**config.mk**
```make
export PLATFORM = sky130hd
export DESIGN_NAME = eie_top
export DESIGN_NICKNAME = d
export VERILOG_FILES = /design/src/verilog/eie_pkg.sv /design/src/verilog/eie_pin_if.sv /design/src/verilog/eie_pin_sync.sv /design/src/verilog/eie_lvl_pulse.sv /design/src/verilog/eie_top.sv
export SDC_FILE = /design/constraint.sdc
export NUM_CORES = 1
export LEC_CHECK = 0
export ABC_AREA = 1
export BUFFER_PORTS_ARGS = -buffer_cell sky130_fd_sc_hd__buf_2
export CAP_MARGIN = 15
export CORE_MARGIN = 8
export CORE_UTILIZATION = 44
export DETAILED_ROUTE_END_ITERATION = 10
export PLACE_DENSITY = 0.83
export SETUP_SLACK_MARGIN = 0.15
export SLEW_MARGIN = 20
export SYNTH_ARGS = -nofsm -noshare
export SYNTH_HDL_FRONTEND = slang
export SYNTH_HIERARCHICAL = 1
export SYNTH_SLANG_ARGS = --single-unit
export TNS_END_PERCENT = 50
```
**constraint.sdc**
```tcl
create_clock -name sys_clk -period 1.5 [get_ports sys_clk]
set_clock_uncertainty 0.15 [all_clocks]
set_input_delay 0.3 -clock sys_clk [delete_from_list [all_inputs] [get_ports sys_clk]]
set_output_delay 0.3 -clock sys_clk [all_outputs]
set_load 0.005 [all_outputs]
```
**src/verilog/eie_pkg.sv**
```systemverilog
// Constants, field layout and types of the port interrupt event logic.
// Assumes a Wishbone slave with byte addresses and 32-bit data.
// Contract
// - Config registers visible only in mode 111
// - Level events pulsed, masked while clock frozen
// - Terminal count pulse when DMA enabled
// - Forward interrupt with eight or more free
// - Service clear also fires forward, some modes
// - Backward interrupt with eight or more waiting
// - Service clear also fires backward, some modes
// - Error falling edge or mask cleared while asserted
// - Error event may be lost while frozen
// - Acknowledge rising edge interrupt when enabled
// - Request pulses the cycle after any event
// - DMA enabled: enable bit set, service clear
// - Direction bit set means backward transfer
package eie_pkg;
  localparam int ADR_W = 8;
  localparam int DAT_W = 32;
  localparam int REG_W = 8;
  localparam int CNT_W = 5;
  localparam int EV_N = 5;
  localparam logic [7:0] OFS_XCTL = 8'h00;
  localparam logic [7:0] OFS_DCTL = 8'h04;
  localparam logic [7:0] OFS_CFGA = 8'h08;
  localparam logic [7:0] OFS_CFGB = 8'h0C;
  localparam logic [7:0] OFS_STAT = 8'h10;
  localparam logic [7:0] OFS_MASK = 8'h14;
  localparam logic [7:0] OFS_FIFO = 8'h18;
  localparam int XCTL_MODE_LSB = 5;
  localparam int XCTL_ERRM = 4;
  localparam int XCTL_DMAEN = 3;
  localparam int XCTL_SVC = 2;
  localparam int XCTL_FULL = 1;
  localparam int XCTL_EMPTY = 0;
  localparam int DCTL_DIR = 5;
  localparam int DCTL_ACKEN = 4;
  localparam int FIFO_FILL_LSB = 8;
  localparam int EV_TC = 0;
  localparam int EV_FWD = 1;
  localparam int EV_BWD = 2;
  localparam int EV_ERR = 3;
  localparam int EV_ACK = 4;
  localparam int PIN_ERR = 0;
  localparam int PIN_ACK = 1;
  localparam logic [2:0] MODE_CAP = 3'h2;
  localparam logic [2:0] MODE_CAPF = 3'h3;
  localparam logic [2:0] MODE_TEST = 3'h6;
  localparam logic [2:0] MODE_CFG = 3'h7;
  localparam logic [REG_W-1:0] XCTL_RST = 8'h14;
  localparam logic [REG_W-1:0] DCTL_RST = 8'h00;
  localparam logic [REG_W-1:0] CFGA_RST = 8'h10;
  localparam logic [REG_W-1:0] CFGB_RST = 8'h00;
  localparam logic [EV_N-1:0] STAT_RST = 5'h00;
  localparam logic [EV_N-1:0] MASK_RST = 5'h00;
  localparam logic [CNT_W-1:0] FIFO_THR = 5'h08;
  typedef enum logic [1:0]
  {
    WB_IDLE = 2'b00,
    WB_ACK = 2'b01,
    WB_DONE = 2'b11
  } eie_wb_st_t;
endpackage

```
**src/verilog/eie_pin_if.sv**
```systemverilog
// Synchronised pin levels and edges passed inside the block.
// Assumes both ends run on sys_clk.
`timescale 1ns/10ps
interface eie_pin_if;
  logic [1:0] lvl;
  logic [1:0] rise;
  logic [1:0] fall;
  modport src
  (
    output lvl,
    output rise,
    output fall
  );
  modport dst
  (
    input lvl,
    input rise,
    input fall
  );
endinterface

```
**src/verilog/eie_pin_sync.sv**
```systemverilog
// Two-stage synchronisers and edge detection for the status pins.
// Assumes asynchronous pins idling high.
`timescale 1ns/10ps
module eie_pin_sync
(
  input wire logic sys_clk,
  input wire logic sys_rst,
  input wire logic clk_en,
  input wire logic [1:0] pin_in,
  eie_pin_if.src pins
);
  logic [1:0] s1_reg;
  logic [1:0] s2_reg;
  logic [1:0] s3_reg;
  ////////////////////////////////////////////////////////////////////////
  genvar i;
  generate
    for (i = 0; i < 2; i++)
    begin : g_bit
      always_ff @(posedge sys_clk)
      begin
        if (sys_rst)
        begin
          s1_reg[i] <= 1'b1;
          s2_reg[i] <= 1'b1;
          s3_reg[i] <= 1'b1;
        end
        else if (clk_en)
        begin
          s1_reg[i] <= pin_in[i];
          s2_reg[i] <= s1_reg[i];
          s3_reg[i] <= s2_reg[i];
        end
      end
      assign pins.lvl[i] = s2_reg[i];
      assign pins.rise[i] = s2_reg[i] & ~s3_reg[i];
      assign pins.fall[i] = ~s2_reg[i] & s3_reg[i];
    end
  endgenerate
endmodule // eie_pin_sync

```
**src/verilog/eie_lvl_pulse.sv**
```systemverilog
// Turns level conditions into one-cycle pulses on their rising edge.
// Assumes levels come from logic on sys_clk.
`timescale 1ns/10ps
module eie_lvl_pulse
#(
  parameter int N = 2
)
(
  input wire logic sys_clk,
  input wire logic sys_rst,
  input wire logic clk_en,
  input wire logic freeze,
  input wire logic [N-1:0] lvl,
  output logic [N-1:0] pulse
);
  logic [N-1:0] prev_reg;
  logic [N-1:0] lvl_m;
  ////////////////////////////////////////////////////////////////////////
  genvar i;
  generate
    for (i = 0; i < N; i++)
    begin : g_bit
      assign lvl_m[i] = lvl[i] & ~freeze;
      always_ff @(posedge sys_clk)
      begin
        if (sys_rst)
          prev_reg[i] <= 1'b0;
        else if (clk_en)
          prev_reg[i] <= lvl_m[i];
      end
      assign pulse[i] = lvl_m[i] & ~prev_reg[i];
    end
  endgenerate
endmodule // eie_lvl_pulse

```
**src/verilog/eie_top.sv**
```systemverilog
// Interrupt event logic of the extended capability port.
// Assumes FIFO counts, DMA strobes and freeze flag on sys_clk; pins async.
//
// Added by the designer: register access over Wishbone and the placing of the registers.
`timescale 1ns/10ps
module eie_top
(
  input wire logic sys_clk,
  input wire logic sys_rst,
  input wire logic clk_en,
  input wire logic wb_cyc_i,
  input wire logic wb_stb_i,
  input wire logic wb_we_i,
  input wire logic [eie_pkg::ADR_W-1:0] wb_adr_i,
  input wire logic [3:0] wb_sel_i,
  input wire logic [eie_pkg::DAT_W-1:0] wb_dat_i,
  output logic [eie_pkg::DAT_W-1:0] wb_dat_o,
  output logic wb_ack_o,
  input wire logic dma_tc,
  input wire logic dma_cycle,
  input wire logic [eie_pkg::CNT_W-1:0] fifo_free,
  input wire logic [eie_pkg::CNT_W-1:0] fifo_fill,
  input wire logic fifo_full,
  input wire logic fifo_empty,
  input wire logic core_clk_frozen,
  input wire logic err_n_pin,
  input wire logic ack_n_pin,
  output logic [eie_pkg::REG_W-1:0] extended_control,
  output logic [eie_pkg::REG_W-1:0] device_control,
  output logic [eie_pkg::REG_W-1:0] port_config_a,
  output logic [eie_pkg::REG_W-1:0] port_config_b,
  output logic dma_enabled,
  output logic irq_req,
  output logic irq_o
);
  ////////////////////////////////////////////////////////////////////////
  // Declarations
  eie_pkg::eie_wb_st_t wb_st_reg;
  eie_pkg::eie_wb_st_t wb_st_next;
  logic [eie_pkg::REG_W-1:0] xctl_reg;
  logic [eie_pkg::REG_W-1:0] dctl_reg;
  logic [eie_pkg::REG_W-1:0] cfga_reg;
  logic [eie_pkg::REG_W-1:0] cfgb_reg;
  logic [eie_pkg::EV_N-1:0] stat_reg;
  logic [eie_pkg::EV_N-1:0] stat_next;
  logic [eie_pkg::EV_N-1:0] mask_reg;
  logic [eie_pkg::DAT_W-1:0] rdat_reg;
  logic [eie_pkg::DAT_W-1:0] rdat_next;
  logic ack_reg;
  logic irq_req_reg;
  logic irq_reg;
  logic dma_en_reg;
  logic svc_clr_reg;
  logic errm_clr_reg;
  logic tc_prev_reg;
  logic wr_go;
  logic wr_lane;
  logic [eie_pkg::REG_W-1:0] wbyte;
  logic [2:0] mode;
  logic cfg_vis;
  logic svc;
  logic dma_en;
  logic dir_bwd;
  logic tc_lvl;
  logic [1:0] thr_lvl;
  logic [1:0] thr_rise;
  logic [eie_pkg::EV_N-1:0] ev;
  logic [eie_pkg::EV_N-1:0] w1c;
  eie_pin_if pins ();

  ////////////////////////////////////////////////////////////////////////
  // Decoding helpers
  function automatic logic adr_is
  (
    input logic [eie_pkg::ADR_W-1:0] adr,
    input logic [eie_pkg::ADR_W-1:0] ofs
  );
    adr_is = (adr == ofs);
  endfunction

  function automatic logic mode_fwd_clr
  (
    input logic [2:0] m
  );
    mode_fwd_clr = (m == eie_pkg::MODE_CAP) ||
      (m == eie_pkg::MODE_CAPF) || (m == eie_pkg::MODE_TEST);
  endfunction

  function automatic logic mode_bwd_clr
  (
    input logic [2:0] m
  );
    mode_bwd_clr = (m == eie_pkg::MODE_CAPF) ||
      (m == eie_pkg::MODE_TEST);
  endfunction

  ////////////////////////////////////////////////////////////////////////
  // Field views
  assign mode = xctl_reg[eie_pkg::XCTL_MODE_LSB +: 3];
  assign svc = xctl_reg[eie_pkg::XCTL_SVC];
  assign cfg_vis = (mode == eie_pkg::MODE_CFG);
  assign dma_en = xctl_reg[eie_pkg::XCTL_DMAEN] & ~svc;
  assign dir_bwd = dctl_reg[eie_pkg::DCTL_DIR];

  ////////////////////////////////////////////////////////////////////////
  // Wishbone slave sequencing
  assign wbyte = wb_dat_i[eie_pkg::REG_W-1:0];
  assign wr_lane = wb_sel_i[0];
  assign wr_go = (wb_st_reg == eie_pkg::WB_ACK) & wb_we_i & wr_lane;

  always_comb
  begin
    wb_st_next = wb_st_reg;
    case (wb_st_reg)
      eie_pkg::WB_IDLE:
      begin
        if (wb_cyc_i & wb_stb_i)
          wb_st_next = eie_pkg::WB_ACK;
      end
      eie_pkg::WB_ACK:
        wb_st_next = eie_pkg::WB_DONE;
      eie_pkg::WB_DONE:
        wb_st_next = eie_pkg::WB_IDLE;
      default:
        wb_st_next = eie_pkg::WB_IDLE;
    endcase
  end

  always_ff @(posedge sys_clk)
  begin
    if (sys_rst)
      wb_st_reg <= eie_pkg::WB_IDLE;
    else if (clk_en)
      wb_st_reg <= wb_st_next;
  end

  always_ff @(posedge sys_clk)
  begin
    if (sys_rst)
      ack_reg <= 1'b0;
    else if (clk_en)
      ack_reg <= (wb_st_next == eie_pkg::WB_ACK);
  end

  ////////////////////////////////////////////////////////////////////////
  // Read data
  always_comb
  begin
    rdat_next = '0;
    if (adr_is(wb_adr_i, eie_pkg::OFS_XCTL))
    begin
      rdat_next[eie_pkg::REG_W-1:0] = xctl_reg;
      rdat_next[eie_pkg::XCTL_FULL] = fifo_full;
      rdat_next[eie_pkg::XCTL_EMPTY] = fifo_empty;
    end
    else if (adr_is(wb_adr_i, eie_pkg::OFS_DCTL))
      rdat_next[eie_pkg::REG_W-1:0] = dctl_reg;
    else if (adr_is(wb_adr_i, eie_pkg::OFS_CFGA) & cfg_vis)
      rdat_next[eie_pkg::REG_W-1:0] = cfga_reg;
    else if (adr_is(wb_adr_i, eie_pkg::OFS_CFGB) & cfg_vis)
      rdat_next[eie_pkg::REG_W-1:0] = cfgb_reg;
    else if (adr_is(wb_adr_i, eie_pkg::OFS_STAT))
      rdat_next[eie_pkg::EV_N-1:0] = stat_reg;
    else if (adr_is(wb_adr_i, eie_pkg::OFS_MASK))
      rdat_next[eie_pkg::EV_N-1:0] = mask_reg;
    else if (adr_is(wb_adr_i, eie_pkg::OFS_FIFO))
    begin
      rdat_next[eie_pkg::CNT_W-1:0] = fifo_free;
      rdat_next[eie_pkg::FIFO_FILL_LSB +: eie_pkg::CNT_W] = fifo_fill;
    end
  end

  always_ff @(posedge sys_clk)
  begin
    if (sys_rst)
      rdat_reg <= '0;
    else if (clk_en)
    begin
      if (wb_st_next == eie_pkg::WB_ACK)
        rdat_reg <= rdat_next;
      else
        rdat_reg <= '0;
    end
  end

  ////////////////////////////////////////////////////////////////////////
  // Control registers
  always_ff @(posedge sys_clk)
  begin
    if (sys_rst)
    begin
      xctl_reg <= eie_pkg::XCTL_RST;
      svc_clr_reg <= 1'b0;
      errm_clr_reg <= 1'b0;
    end
    else if (clk_en)
    begin
      svc_clr_reg <= 1'b0;
      errm_clr_reg <= 1'b0;
      if (wr_go & adr_is(wb_adr_i, eie_pkg::OFS_XCTL))
      begin
        xctl_reg <= {wbyte[eie_pkg::REG_W-1:2], 2'h0};
        svc_clr_reg <= svc & ~wbyte[eie_pkg::XCTL_SVC];
        // mask changed from one to zero
        errm_clr_reg <= xctl_reg[eie_pkg::XCTL_ERRM] &
          ~wbyte[eie_pkg::XCTL_ERRM];
      end
    end
  end

  always_ff @(posedge sys_clk)
  begin
    if (sys_rst)
      dctl_reg <= eie_pkg::DCTL_RST;
    else if (clk_en & wr_go & adr_is(wb_adr_i, eie_pkg::OFS_DCTL))
      dctl_reg <= wbyte;
  end

  // config writes only in mode 111
  always_ff @(posedge sys_clk)
  begin
    if (sys_rst)
    begin
      cfga_reg <= eie_pkg::CFGA_RST;
      cfgb_reg <= eie_pkg::CFGB_RST;
    end
    else if (clk_en & wr_go & cfg_vis)
    begin
      if (adr_is(wb_adr_i, eie_pkg::OFS_CFGA))
        cfga_reg <= wbyte;
      if (adr_is(wb_adr_i, eie_pkg::OFS_CFGB))
        cfgb_reg <= wbyte;
    end
  end

  always_ff @(posedge sys_clk)
  begin
    if (sys_rst)
      mask_reg <= eie_pkg::MASK_RST;
    else if (clk_en & wr_go & adr_is(wb_adr_i, eie_pkg::OFS_MASK))
      mask_reg <= wbyte[eie_pkg::EV_N-1:0];
  end

  ////////////////////////////////////////////////////////////////////////
  // Pin synchronisers and level shaping
  eie_pin_sync u_sync
  (
    .sys_clk(sys_clk),
    .sys_rst(sys_rst),
    .clk_en(clk_en),
    .pin_in({ack_n_pin, err_n_pin}),
    .pins(pins.src)
  );

  assign thr_lvl[0] = ~svc & ~xctl_reg[eie_pkg::XCTL_DMAEN] & ~dir_bwd &
    (fifo_free >= eie_pkg::FIFO_THR);
  assign thr_lvl[1] = ~svc & ~xctl_reg[eie_pkg::XCTL_DMAEN] & dir_bwd &
    (fifo_fill >= eie_pkg::FIFO_THR);

  eie_lvl_pulse #(.N(2)) u_thr
  (
    .sys_clk(sys_clk),
    .sys_rst(sys_rst),
    .clk_en(clk_en),
    .freeze(core_clk_frozen),
    .lvl(thr_lvl),
    .pulse(thr_rise)
  );

  ////////////////////////////////////////////////////////////////////////
  // Events
  // terminal count during port DMA
  assign tc_lvl = dma_en & dma_tc & dma_cycle;

  always_ff @(posedge sys_clk)
  begin
    if (sys_rst)
      tc_prev_reg <= 1'b0;
    else if (clk_en)
      tc_prev_reg <= tc_lvl;
  end

  always_comb
  begin
    ev = '0;
    ev[eie_pkg::EV_TC] = tc_lvl & ~tc_prev_reg;
    // clear path only in 010 011 110
    ev[eie_pkg::EV_FWD] = thr_rise[0] & (~svc_clr_reg | mode_fwd_clr(mode));
    // clear path only in 011 110
    ev[eie_pkg::EV_BWD] = thr_rise[1] & (~svc_clr_reg | mode_bwd_clr(mode));
    // falling edge or mask cleared; lost when frozen
    ev[eie_pkg::EV_ERR] = ~core_clk_frozen &
      ((~xctl_reg[eie_pkg::XCTL_ERRM] & pins.fall[eie_pkg::PIN_ERR]) |
      (errm_clr_reg & ~pins.lvl[eie_pkg::PIN_ERR]));
    ev[eie_pkg::EV_ACK] = dctl_reg[eie_pkg::DCTL_ACKEN] &
      pins.rise[eie_pkg::PIN_ACK];
    if (!clk_en)
      ev = '0;
  end

  ////////////////////////////////////////////////////////////////////////
  // Status, mask and interrupt outputs
  assign w1c = (wr_go & adr_is(wb_adr_i, eie_pkg::OFS_STAT)) ?
    wbyte[eie_pkg::EV_N-1:0] : '0;
  // Set wins over clear
  assign stat_next = (stat_reg & ~w1c) | ev;

  always_ff @(posedge sys_clk)
  begin
    if (sys_rst)
      stat_reg <= eie_pkg::STAT_RST;
    else if (clk_en)
      stat_reg <= stat_next;
  end

  always_ff @(posedge sys_clk)
  begin
    if (sys_rst)
      irq_req_reg <= 1'b0;
    else if (clk_en)
      irq_req_reg <= |ev;
  end

  always_ff @(posedge sys_clk)
  begin
    if (sys_rst)
      irq_reg <= 1'b0;
    else if (clk_en)
      irq_reg <= |(stat_next & mask_reg);
  end

  always_ff @(posedge sys_clk)
  begin
    if (sys_rst)
      dma_en_reg <= 1'b0;
    else if (clk_en)
      dma_en_reg <= dma_en;
  end

  ////////////////////////////////////////////////////////////////////////
  // Output drive
  assign wb_dat_o = rdat_reg;
  assign wb_ack_o = ack_reg;
  assign extended_control = xctl_reg;
  assign device_control = dctl_reg;
  assign port_config_a = cfga_reg;
  assign port_config_b = cfgb_reg;
  assign dma_enabled = dma_en_reg;
  assign irq_req = irq_req_reg;
  assign irq_o = irq_reg;
endmodule // eie_top

```
# == Word level (Yosys, flattened, before mapping) ==
# Index checks and enable logic that the tools add are counted.
# totals
reg_bits,89
in_bits,67
out_inout_bits,68
wordCells,123
# op_classes
n_lt_le_gt_ge,2
eq_ne,12
muxes,22
bitwise,54
reduce_logical,10
# ops
operator,count
$mux 5,13
$and 1x1->1,34
$eq 8x5->1 const B,3
$mux 8,3
$eq 8x4->1 const B,2
$mux 13,1
$not 1->1,13
$and 5x5->5,2
$ge 5x4->1 const B,2
$reduce_or 5->1,2
$eq 8x3->1 const B,1
$logic_not 8->1,1
$eq 3x2->1 const B,2
$eq 3x3->1 const B,2
$reduce_and 2->1,3
$not 5->5,1
$or 5x5->5,1
$eq 2x1->1 const B,2
$pmux 2 s2,1
$logic_or 1x1->1,3
$mux 3,1
$or 1x1->1,3
$logic_not 2->1,1
$mux 1,2
$mux 2,1

# == Logic depth before layout (Yosys ltp) ==
# Gate-level depths: netlist of the first run.
# depth
word_depth,11
ltp_mapped,11

# == Hierarchy ==
# Netlist of the first run, hierarchy kept.
# modules_own_cells
mod,n_inst,cells_per_inst,area_per_inst_um2,seq_area_each_um2
eie_top,1,447,3184.3,1241.2
eie_pin_sync,1,34,232.7,120.1
eie_lvl_pulse,1,15,93.8,40.0

# == Least setup slack after synthesis of the first run ==
# OpenSTA, ideal clock, no wires.
# synth_path
path_type,reg2reg
startpoint,register wb_st_reg[1]
endpoint,register cfgb_reg (netlist bit port_config_b[6])
t_arrival_ns,1.245
slack_ns,-0.014
path_stages_with_launch,10
path_buffers,1
synth_period_minus_slack_ns,1.514
cell_sequence,dfxtp_1 inv_2 nand2_1 nor2_4 nand2_4 inv_2 nand3_4 buf_6 o21ai_0 a21oi_1
# synth_between
elab_chain_len,6
# synth_rtl
item,line_no,source
from (decl),eie_top.sv:38,eie_pkg::eie_wb_st_t wb_st_reg;
from (signal assigned),eie_top.sv:132,wb_st_reg <= eie_pkg::WB_IDLE;
from (signal assigned),eie_top.sv:134,wb_st_reg <= wb_st_next;
$eq 2x1->1,eie_top.sv:109,assign wr_go = (wb_st_reg == eie_pkg::WB_ACK) & wb_we_i & wr_lane;
$and 1x1->1 (2 in a row),eie_top.sv:109,
$and 1x1->1 (2 in a row),eie_top.sv:227,else if (clk_en & wr_go & cfg_vis)
$reduce_and 2->1 (no line),--,
to (signal assigned),eie_top.sv:225,cfgb_reg <= eie_pkg::CFGB_RST;
to (signal assigned),eie_top.sv:232,cfgb_reg <= wbyte;
to (decl),eie_top.sv:43,logic [eie_pkg::REG_W-1:0] cfgb_reg;
# Every way passes these cells.
# A chain may end at the register's enable or synchronous reset.

# == Worst setup path after layout of the first run ==
# layout_path
startpoint,register xctl_reg (netlist bit extended_control[6])
endpoint,register rdat_reg (netlist bit wb_dat_o[0])
# layout_between
elab_chain_len,7
# layout_rtl
item,line_no,source
from (decl),eie_top.sv:40,logic [eie_pkg::REG_W-1:0] xctl_reg;
from (signal assigned),eie_top.sv:192,xctl_reg <= eie_pkg::XCTL_RST;
from (signal assigned),eie_top.sv:202,"xctl_reg <= {wbyte[eie_pkg::REG_W-1:2], 2'h0};"
$eq 3x3->1 (*),eie_top.sv:101,assign cfg_vis = (mode == eie_pkg::MODE_CFG);
$and 1x1->1,eie_top.sv:160,"else if (adr_is(wb_adr_i, eie_pkg::OFS_CFGB) & cfg_vis)"
$mux 5,eie_top.sv:160,
$mux 8 (*),eie_top.sv:158,"else if (adr_is(wb_adr_i, eie_pkg::OFS_CFGA) & cfg_vis)"
$mux 8 (*),eie_top.sv:156,"else if (adr_is(wb_adr_i, eie_pkg::OFS_DCTL))"
$mux 8 (*),eie_top.sv:150,"if (adr_is(wb_adr_i, eie_pkg::OFS_XCTL))"
$mux 13 (*),eie_top.sv:179,if (wb_st_next == eie_pkg::WB_ACK)
to (signal assigned),eie_top.sv:180,rdat_reg <= rdat_next;
to (decl),eie_top.sv:47,logic [eie_pkg::DAT_W-1:0] rdat_reg;
# Mark *: on every way between the ends. The rest lies on a longest branch, timed or not.

==> impl_metrics.csv, run 1 <==
group,metric,value,unit
floorplanning,io_pins,135,
sta,setup_ws,-0.1110,ns
setup_path,cp_data_required_time,1.60,ns
min_path,whs_endpoint,"wb_dat_o[8]",
floorplanning,start_util,45.24,%
synthesis,syn_inst,492,
drt,viasPerCell,5.282,
finish,multiInputGateArea,0.002231,sq mm
sta,timing.final.crit_share,107.4,%
drt,wl,12670,microns
setup_path,r2r_end,"wb_dat_o[0]",
place,io_buffers,86,
setup_path,cpLargestDelayFamily,"simple AND/OR/NAND/NOR gates",
finish,final_common_cell,"nand2_1",
finish,mostFrequentLayoutCells,"nand2_1, buf_2, dfxtp_1, inv_1, a21oi_1",
grt,grt_pass1_wl,18620,microns
setup_path,cpMaxStageDelayCell,"dfxtp_4",
sta,finalHoldViolCount,0,
setup_path,cpPeakStageDelay,0.38,ns
drt,wl_per_cell,17.12,microns
finish,largest_reg_flops,13,
power,ir_drop,0.7231,mV
grt,antenna_found_initial,0,
finish,area_growth,50.00,%
floorplanning,die_w,105.1,microns
min_path,holdPathStages,3,
clock_tree,cts_buffers,9,
setup_path,crit_type,"reg2reg",
clock_tree,cts_tree,"done",
job,drv_cap,0,
clock_tree,path_clk_slew,0.08,ns
setup_path,crit_fanout,8,
sta,maxSlewViolCount,0,
synthesis,syn_area,0.003496,sq mm
grt,grt_pass1_vias,3867,
drt,dr.first_iter.drc_count,293,
finish,layout-drive-gt1-share,47.65,%
setup_path,start_kind,"flip-flop",
setup_path,timing.rr.start,"extended_control[6]",
floorplanning,core,0.007727,sq mm
grt,grt_max_degree,43,
setup_path,path_cells,"nand3_4, nor2_8, nand2_8, o21ai_2, o21bai_1, nand2_1, nand2_1, a21oi_2",
setup_path,path_buf_inv,0,
place,routabilityCongestion,0.8664,
sta,fin_hold_ws,0.02479,ns
drt,drc,0,
floorplanning,rows,32,
clock_tree,clock-root-buffer,"clkbuf_8",
outcome,violations,"setup timing",
finish,fillCellCount,578,
grt,grt_overflow,0,
setup_path,rr_worst_depth,8,
place,pre_cts_slack,-0.2849,ns
finish,regArea,0.001434,sq mm
synthesis,ys_warn_count,6,
outcome,status,"finished, violations left",
drt,ant_nets,0,
drt,drtPass1Iterations,4,
setup_path,crit_top_cell,"nand2_1",
setup_path,end_kind,"flip-flop",
sta,final.min_clock_period,1.611,ns
setup_path,reg2reg_slack,-0.11,ns
clock_tree,htree_levels,3,
clock_tree,cts_buffer_depth,2,
power,power_per_cell_area,741.3,mW/mm^2
min_path,min-delay-start,"fifo_fill[0]",
floorplanning,die-height,105.1,microns
sta,rsz0062_at_grt,"yes",
power,power,0.003887,W
min_path,min_path_type,"in2reg",
place,post-dp-hpwl,8049,microns
finish,n_antenna_cell,0,
setup_path,arrival,1.71,ns
sta,setup_viol,24,
finish,nets,700,
floorplanning,die_area,0.01105,sq mm
clock_tree,clk_latency,0.37,ns
clock_tree,cts.sinks,70,
power,p_leak,2.327,nW
synthesis,syn_avg_cell_area,7.105,sq um
drt,via_count,3909,
grt,grtUsageTotal,20.69,%
sta,fmax,620.7,MHz
[power breakdown]
group	internal, W	leakage, nW	switching, W	total, W
logic	0.000141	1.66	0.000245	0.000385
registers	0.00187	0.574	0.0000162	0.00189
clock network	0.000821	0.0951	0.000793	0.00161
[area by class of cell]
cell class | instances | share of cell area, %
sequential | 70 | 27.34
tap | 102 | 2.434
clock inverter | 6 | 1.336
clock buffer | 10 | 2.625
timing repair buffer | 141 | 18.37
inverter | 62 | 5.345
multi-input combinational | 349 | 42.54
[per-layer routing]
layer  global-route usage [%]  up-vias  wire (microns)  part of all wire, %
met3                    7.310       40            1008                  8.0
met1                    22.06     1833            4725                   37
li1                         -     1843               -                    -
met4                    9.582        0             430                  3.4
met5                        0        -               0                    0
met2                    35.88      193            6507                   51
[through the flow]
stage	instance area (sq um)	setup TNS, ns	instances	util [%]
final	5244	-0.7835	740	67.86
after global routing	5244	-2.673	740	67.86
after CTS	4922	-0.1553	735	63.70
after detailed placement	4279	-8.948	707	55.38
after global placement	4279	-6.946	707	55.38
after floorplan	3631	0	512	-
[how the worst max path moves through the flow]
stage,startpoint,to,slack [ns],cells after the start
2_1_floorplan,wb_adr_i[6],port_config_a[6],0.02,9
3_3_place_gp,wb_adr_i[6],wb_dat_o[5],-0.25,8
3_5_place_dp,wb_adr_i[6],wb_dat_o[5],-0.28,8
4_1_cts,device_control[5],irq_o,-0.05,11
5_1_grt,wb_st_reg[1],wb_dat_o[12],-0.17,6
6_report,extended_control[6],wb_dat_o[0],-0.11,8
[worst reg2reg max path: stages (launching register included)]
cell and delay [ns]:
dfxtp_4 0.38, nand3_4 0.14, nor2_8 0.17, nand2_8 0.13, o21ai_2 0.17, o21bai_1 0.13, nand2_1 0.09, nand2_1 0.10
a21oi_2 0.06
[what timing repair did]
item,4_1_cts,5_1_grt
setup buffers,8,5
pin swaps,40,50
hold endpoints to repair,2,0
hold buffers,2,0
cloned,2,0
resized for setup,108,91
endpoints found under the setup margin,57,76
Note: power is estimated with default switching activity, not from simulation.
==> run 2: changes to the inputs <==
--- a/config.mk
+++ b/config.mk
@@ -10,8 +10,10 @@
 export CAP_MARGIN = 15
 export CORE_MARGIN = 8
 export CORE_UTILIZATION = 44
+export CTS_BUF_LIST = sky130_fd_sc_hd__clkbuf_16
 export DETAILED_ROUTE_END_ITERATION = 10
 export PLACE_DENSITY = 0.83
+export RECOVER_POWER = 50
 export SETUP_SLACK_MARGIN = 0.15
 export SLEW_MARGIN = 20
 export SYNTH_ARGS = -nofsm -noshare
==> impl_metrics.csv, run 2 (same netlist as run 1, synthesis figures left out) <==
group,metric,value,unit
floorplanning,die-height,105.1,microns
place,post-dp-hpwl,8049,microns
finish,fillCellCount,594,
finish,final_common_cell,"nand2_1",
clock_tree,cts_tree,"done",
grt,grtUsageMet3,6.634,%
grt,top_usage_layer,"met2",
drt,via_count,3954,
min_path,min-delay-start,"ack_n_pin",
setup_path,crit_fanout,6,
floorplanning,start_util,45.24,%
job,drv_cap,0,
place,routabilityCongestion,0.8664,
power,p_leak,2.319,nW
min_path,holdPathStages,3,
drt,wl_per_cell,16.37,microns
clock_tree,cts.sinks,70,
grt,grt_overflow,0,
sta,finalHoldViolCount,0,
sta,fmax,639.2,MHz
finish,nets,696,
setup_path,timing.rr.start,"wb_st_reg[0]",
drt,drtPass1Iterations,5,
grt,grt_pass1_vias,3818,
min_path,min_path_type,"in2reg",
floorplanning,die_area,0.01105,sq mm
floorplanning,rows,32,
clock_tree,cts_buffer_depth,2,
min_path,whs_endpoint,"u_sync/s1_reg[1]",
finish,n_antenna_cell,0,
sta,setup_viol,22,
floorplanning,core,0.007727,sq mm
power,ir_drop,0.7550,mV
outcome,status,"finished, violations left",
drt,drc,0,
sta,maxSlewViolCount,0,
clock_tree,clk_latency,0.33,ns
finish,multiInputGateArea,0.002097,sq mm
drt,wl,12050,microns
clock_tree,htree_levels,3,
sta,fin_tns_setup,-0.5150,ns
clock_tree,clock-root-buffer,"clkbuf_16",
finish,area_growth,45.96,%
grt,grt_use_met1,22.11,%
setup_path,end_kind,"flip-flop",
sta,setup_ws,-0.06454,ns
sta,timing.final.crit_share,104.3,%
clock_tree,cts_buffers,9,
finish,mostFrequentLayoutCells,"nand2_1, buf_2, dfxtp_1, inv_1, a21oi_1",
grt,grt.met2_usage,36.20,%
floorplanning,io_pins,135,
setup_path,arrival,1.68,ns
grt,grt_pass1_wl,18480,microns
setup_path,cp_data_required_time,1.62,ns
outcome,violations,"setup timing",
grt,antenna_found_initial,0,
sta,rsz0062_at_grt,"yes",
setup_path,r2r_end,"wb_dat_o[12]",
clock_tree,cts-hold-fix-buffers,0,
place,io_buffers,86,
setup_path,rr_worst_depth,5,
clock_tree,path_clk_slew,0.06,ns
sta,final.min_clock_period,1.565,ns
place,pre_cts_slack,-0.2849,ns
setup_path,reg2reg_slack,-0.06,ns
floorplanning,die_w,105.1,microns
finish,largest_reg_flops,13,
drt,dr.first_iter.drc_count,341,
finish,regArea,0.001425,sq mm
grt,grtUsageTotal,20.49,%
power,power_per_cell_area,858.5,mW/mm^2
drt,ant_nets,0,
grt,grt_max_degree,43,
drt,viasPerCell,5.372,
power,power,0.004380,W
setup_path,crit_type,"reg2reg",
setup_path,start_kind,"flip-flop",
finish,layout-drive-gt1-share,42.43,%
[run 2: changes by cell type in the layout (fill, tap and decap cells not counted), moves of 5 or more]
cell       delta
nand2_1       +5
o21ai_2       -8
clkbuf_16     +9
o21ai_0       +6
dfxtp_1       +7
clkbuf_8     -10
buf_6         -7
dfxtp_2       -7
[run 2: routing by layer]
metal	wire length, microns	vias to the layer above
met1	4489	1831
met5	0	-
met4	407	0
li1	-	1843
met2	6025	234
met3	1126	46
[run 2: how the worst max path moves through the flow]
stage,startpoint,endpoint,slack [ns],cells after the start
after global placement,wb_adr_i[6],wb_dat_o[5],-0.25,8
after floorplan,wb_adr_i[6],port_config_a[6],0.02,9
after global routing,wb_st_reg[0],wb_dat_o[12],-0.13,5
after CTS,extended_control[5],irq_o,-0.02,8
final,wb_st_reg[0],wb_dat_o[12],-0.06,5
after detailed placement,wb_adr_i[6],wb_dat_o[5],-0.28,8
[run 2: critical path, stage by stage, from the launching register on]
cell and delay, ns:
dfxtp_4 0.36, a21oi_4 0.18, nand4_4 0.18, nor3_4 0.36, nand3_2 0.13, a21oi_2 0.14
[run 2: layout make-up]
class / count / share of cell area, %
clock inverter: 7 / 1.447
tap: 102 / 2.501
inverter: 62 / 5.150
clock buffer: 9 / 4.414
sequential: 70 / 27.93
multi-input combinational: 348 / 41.10
timing repair buffer: 138 / 17.46
[run 2: repair_timing]
action / CTS / global route
buffers inserted: 4 / 8
setup endpoints to repair: 56 / 63
gates cloned: 1 / 0
pin swaps: 44 / 37
resized for setup: 98 / 43
[run 2: power by group]
group	total [W]	internal [W]	switching, W	leakage [nW]
sequential	0.00189	0.00188	0.0000163	0.571
clock	0.00213	0.00129	0.000837	0.136
combinational	0.000363	0.000133	0.000230	1.61
[run 2: per-stage QoR]
| step | hold WS, ns | utilization (%) | cells | area (sq um) |
|---|---|---|---|---|
| after floorplan | 0.2721 | - | 512 | 3631 |
| after global placement | 0.2892 | 55.38 | 707 | 4279 |
| after detailed placement | 0.2927 | 55.38 | 707 | 4279 |
| after CTS | 0.03110 | 63.33 | 728 | 4893 |
| after global routing | 0.04928 | 66.03 | 736 | 5102 |
| final | 0.03056 | 66.03 | 736 | 5102 |
==> run 3: changes to the inputs <==
--- a/config.mk
+++ b/config.mk
@@ -8,11 +8,12 @@
 export ABC_AREA = 1
 export BUFFER_PORTS_ARGS = -buffer_cell sky130_fd_sc_hd__buf_2
 export CAP_MARGIN = 15
+export CORE_ASPECT_RATIO = 0.6
 export CORE_MARGIN = 8
-export CORE_UTILIZATION = 44
+export CORE_UTILIZATION = 45
 export CTS_BUF_LIST = sky130_fd_sc_hd__clkbuf_16
 export DETAILED_ROUTE_END_ITERATION = 10
-export PLACE_DENSITY = 0.83
+export PLACE_DENSITY = 0.81
 export RECOVER_POWER = 50
 export SETUP_SLACK_MARGIN = 0.15
 export SLEW_MARGIN = 20
==> constraint.sdc (replaced) <==
create_clock -name sys_clk -period 2 [get_ports sys_clk]
set_clock_uncertainty 0.15 [all_clocks]
set_input_delay 0.4 -clock sys_clk [delete_from_list [all_inputs] [get_ports sys_clk]]
set_output_delay 0.4 -clock sys_clk [all_outputs]
set_load 0.005 [all_outputs]
==> impl_metrics.csv, run 3 (same netlist as run 1, synthesis figures left out) <==
group,metric,value,unit
outcome,status,"finished, final reports clean",
grt,antenna_found_initial,1,
sta,relSlewSlack,49.37,%
drt,dr.first_iter.drc_count,410,
drt,drc,0,
clock_tree,cts-hold-fix-buffers,0,
grt,grt_pass1_vias,3512,
setup_path,end_kind,"flip-flop",
drt,wl_per_cell,15.92,microns
drt,ant_nets,0,
floorplanning,die_w,129.8,microns
finish,fillCellCount,779,
floorplanning,rows,25,
sta,fmax,552.1,MHz
sta,timing.final.crit_share,90.56,%
floorplanning,die-height,84.27,microns
clock_tree,cts_repair_resize_count,0,
power,clkPwrFrac,52.5,%
finish,layout-drive-gt1-share,19.26,%
power,p_sw,0.0007537,W
job,drv_cap,0,
sta,max_slew.worst_pin.slew,0.7595,ns
finish,mostFrequentLayoutCells,"nand2_1, dfxtp_1, a21oi_1, buf_2, inv_1",
setup_path,start_kind,"primary input",
grt,grt_overflow,0,
finish,regArea,0.001401,sq mm
clock_tree,postCtsSetupRepairBufs,0,
place,routabilityCongestion,0.9004,
clock_tree,path_clk_slew,0.06,ns
finish,largest_reg_flops,13,
power,ir_drop,0.5554,mV
drt,wl,11220,microns
clock_tree,cts_tree,"done",
power,p_leak,1.964,nW
grt,grt_max_degree,43,
place,post-dp-hpwl,8596,microns
drt,drtPass1Iterations,5,
place,postPlaceCellArea,0.004034,sq mm
finish,nets,659,
place,io_buffers,86,
sta,rsz0062_at_grt,"yes",
floorplanning,core,0.007695,sq mm
drt,via_count,3630,
floorplanning,die_area,0.01094,sq mm
setup_path,crit_fanout,7,
sta,final.min_clock_period,1.811,ns
power,combinationalPowerShare,6.1,%
finish,area_growth,23.94,%
sta,maxSlewViolCount,0,
clock_tree,cts.sinks,70,
floorplanning,start_util,45.43,%
finish,n_antenna_cell,0,
sta,finalHoldViolCount,0,
power,power_per_cell_area,793.9,mW/mm^2
min_path,min_path_type,"in2reg",
setup_path,cp_data_required_time,2.12,ns
finish,final_area,0.004333,sq mm
sta,setup_ws,0.1889,ns
power,power_frac_seq,41.3,%
finish,multiInputGateArea,0.001724,sq mm
finish,final_common_cell,"nand2_1",
clock_tree,cts_buffer_depth,2,
sta,setup_viol,0,
setup_path,crit_type,"in2reg",
clock_tree,htree_levels,3,
drt,viasPerCell,5.149,
power,switching_share,21.91,%
clock_tree,clock-root-buffer,"clkbuf_16",
power,intPower,0.002686,W
floorplanning,io_pins,135,
clock_tree,clk_latency,0.33,ns
grt,grtUsageTotal,20.37,%
grt,grt_pass1_wl,17530,microns
clock_tree,cts_buffers,9,
setup_path,arrival,1.93,ns
place,pre_cts_slack,-0.02865,ns
[run 3: power groups by stage]
stage | combinational (W) | clock (W) | sequential, W
finish | 0.000211 | 0.00181 | 0.00142
detailed placement | 0.000208 | 0 | 0.00145
global route | 0.000233 | 0.00188 | 0.00142
CTS | 0.000209 | 0.00182 | 0.00142
floorplan | 0.000140 | 0 | 0.00145
global placement | 0.000200 | 0 | 0.00145
[run 3: critical path, cell delays in order]
cell,delay (ns)
buf_2,0.11
nor2_2,0.16
nand2_2,0.18
nor2_1,0.39
buf_4,0.25
a21oi_1,0.07
nand4_1,0.17
nand2_1,0.08
a21oi_1,0.11
[run 3: worst paths after layout]
path / startpoint / to / slack (ns) / cells past startpoint
min: ack_n_pin / u_sync/s1_reg[1] / 0.13 / 3
max reg2reg: device_control[5] / irq_o / 0.27 / 11
min reg2reg: u_sync/s1_reg[1] / u_sync/s1_reg[1] / 0.31 / 2
max: wb_adr_i[7] / wb_dat_o[3] / 0.19 / 9
[run 3: stage by stage]
stage / TNS, ns / utilization (%) / hold slack, ns / power [W] / instances
6_report: 0 / 56.31 / 0.1287 / 0.003440 / 705
5_1_grt: 0 / 56.31 / 0.1353 / 0.003535 / 705
3_5_place_dp: -0.1145 / 52.42 / 0.2954 / 0.001659 / 689
4_1_cts: 0 / 56.81 / 0.1238 / 0.003453 / 705
2_1_floorplan: 0 / - / 0.2789 / 0.001589 / 512
3_3_place_gp: 0 / 52.42 / 0.2887 / 0.001650 / 689
[run 3: area by class of cell]
class                           instances  area share [%]
Clock buffer                            9           5.198
Tap cell                              108           3.119
Inverter                               62           5.371
Timing Repair Buffer                  102           11.58
Multi-Input combinational cell        347           39.79
Sequential cell                        70           32.34
Clock inverter                          7           2.599
[run 3: routing by layer]
metal / part of all wire (%) / global-route usage, % / vias up
met5: 0.12 / 0 / -
met4: 0.83 / 4.403 / 2
met3: 12 / 8.096 / 13
met2: 43 / 31.01 / 176
met1: 44 / 26.42 / 1679
li1: - / - / 1760
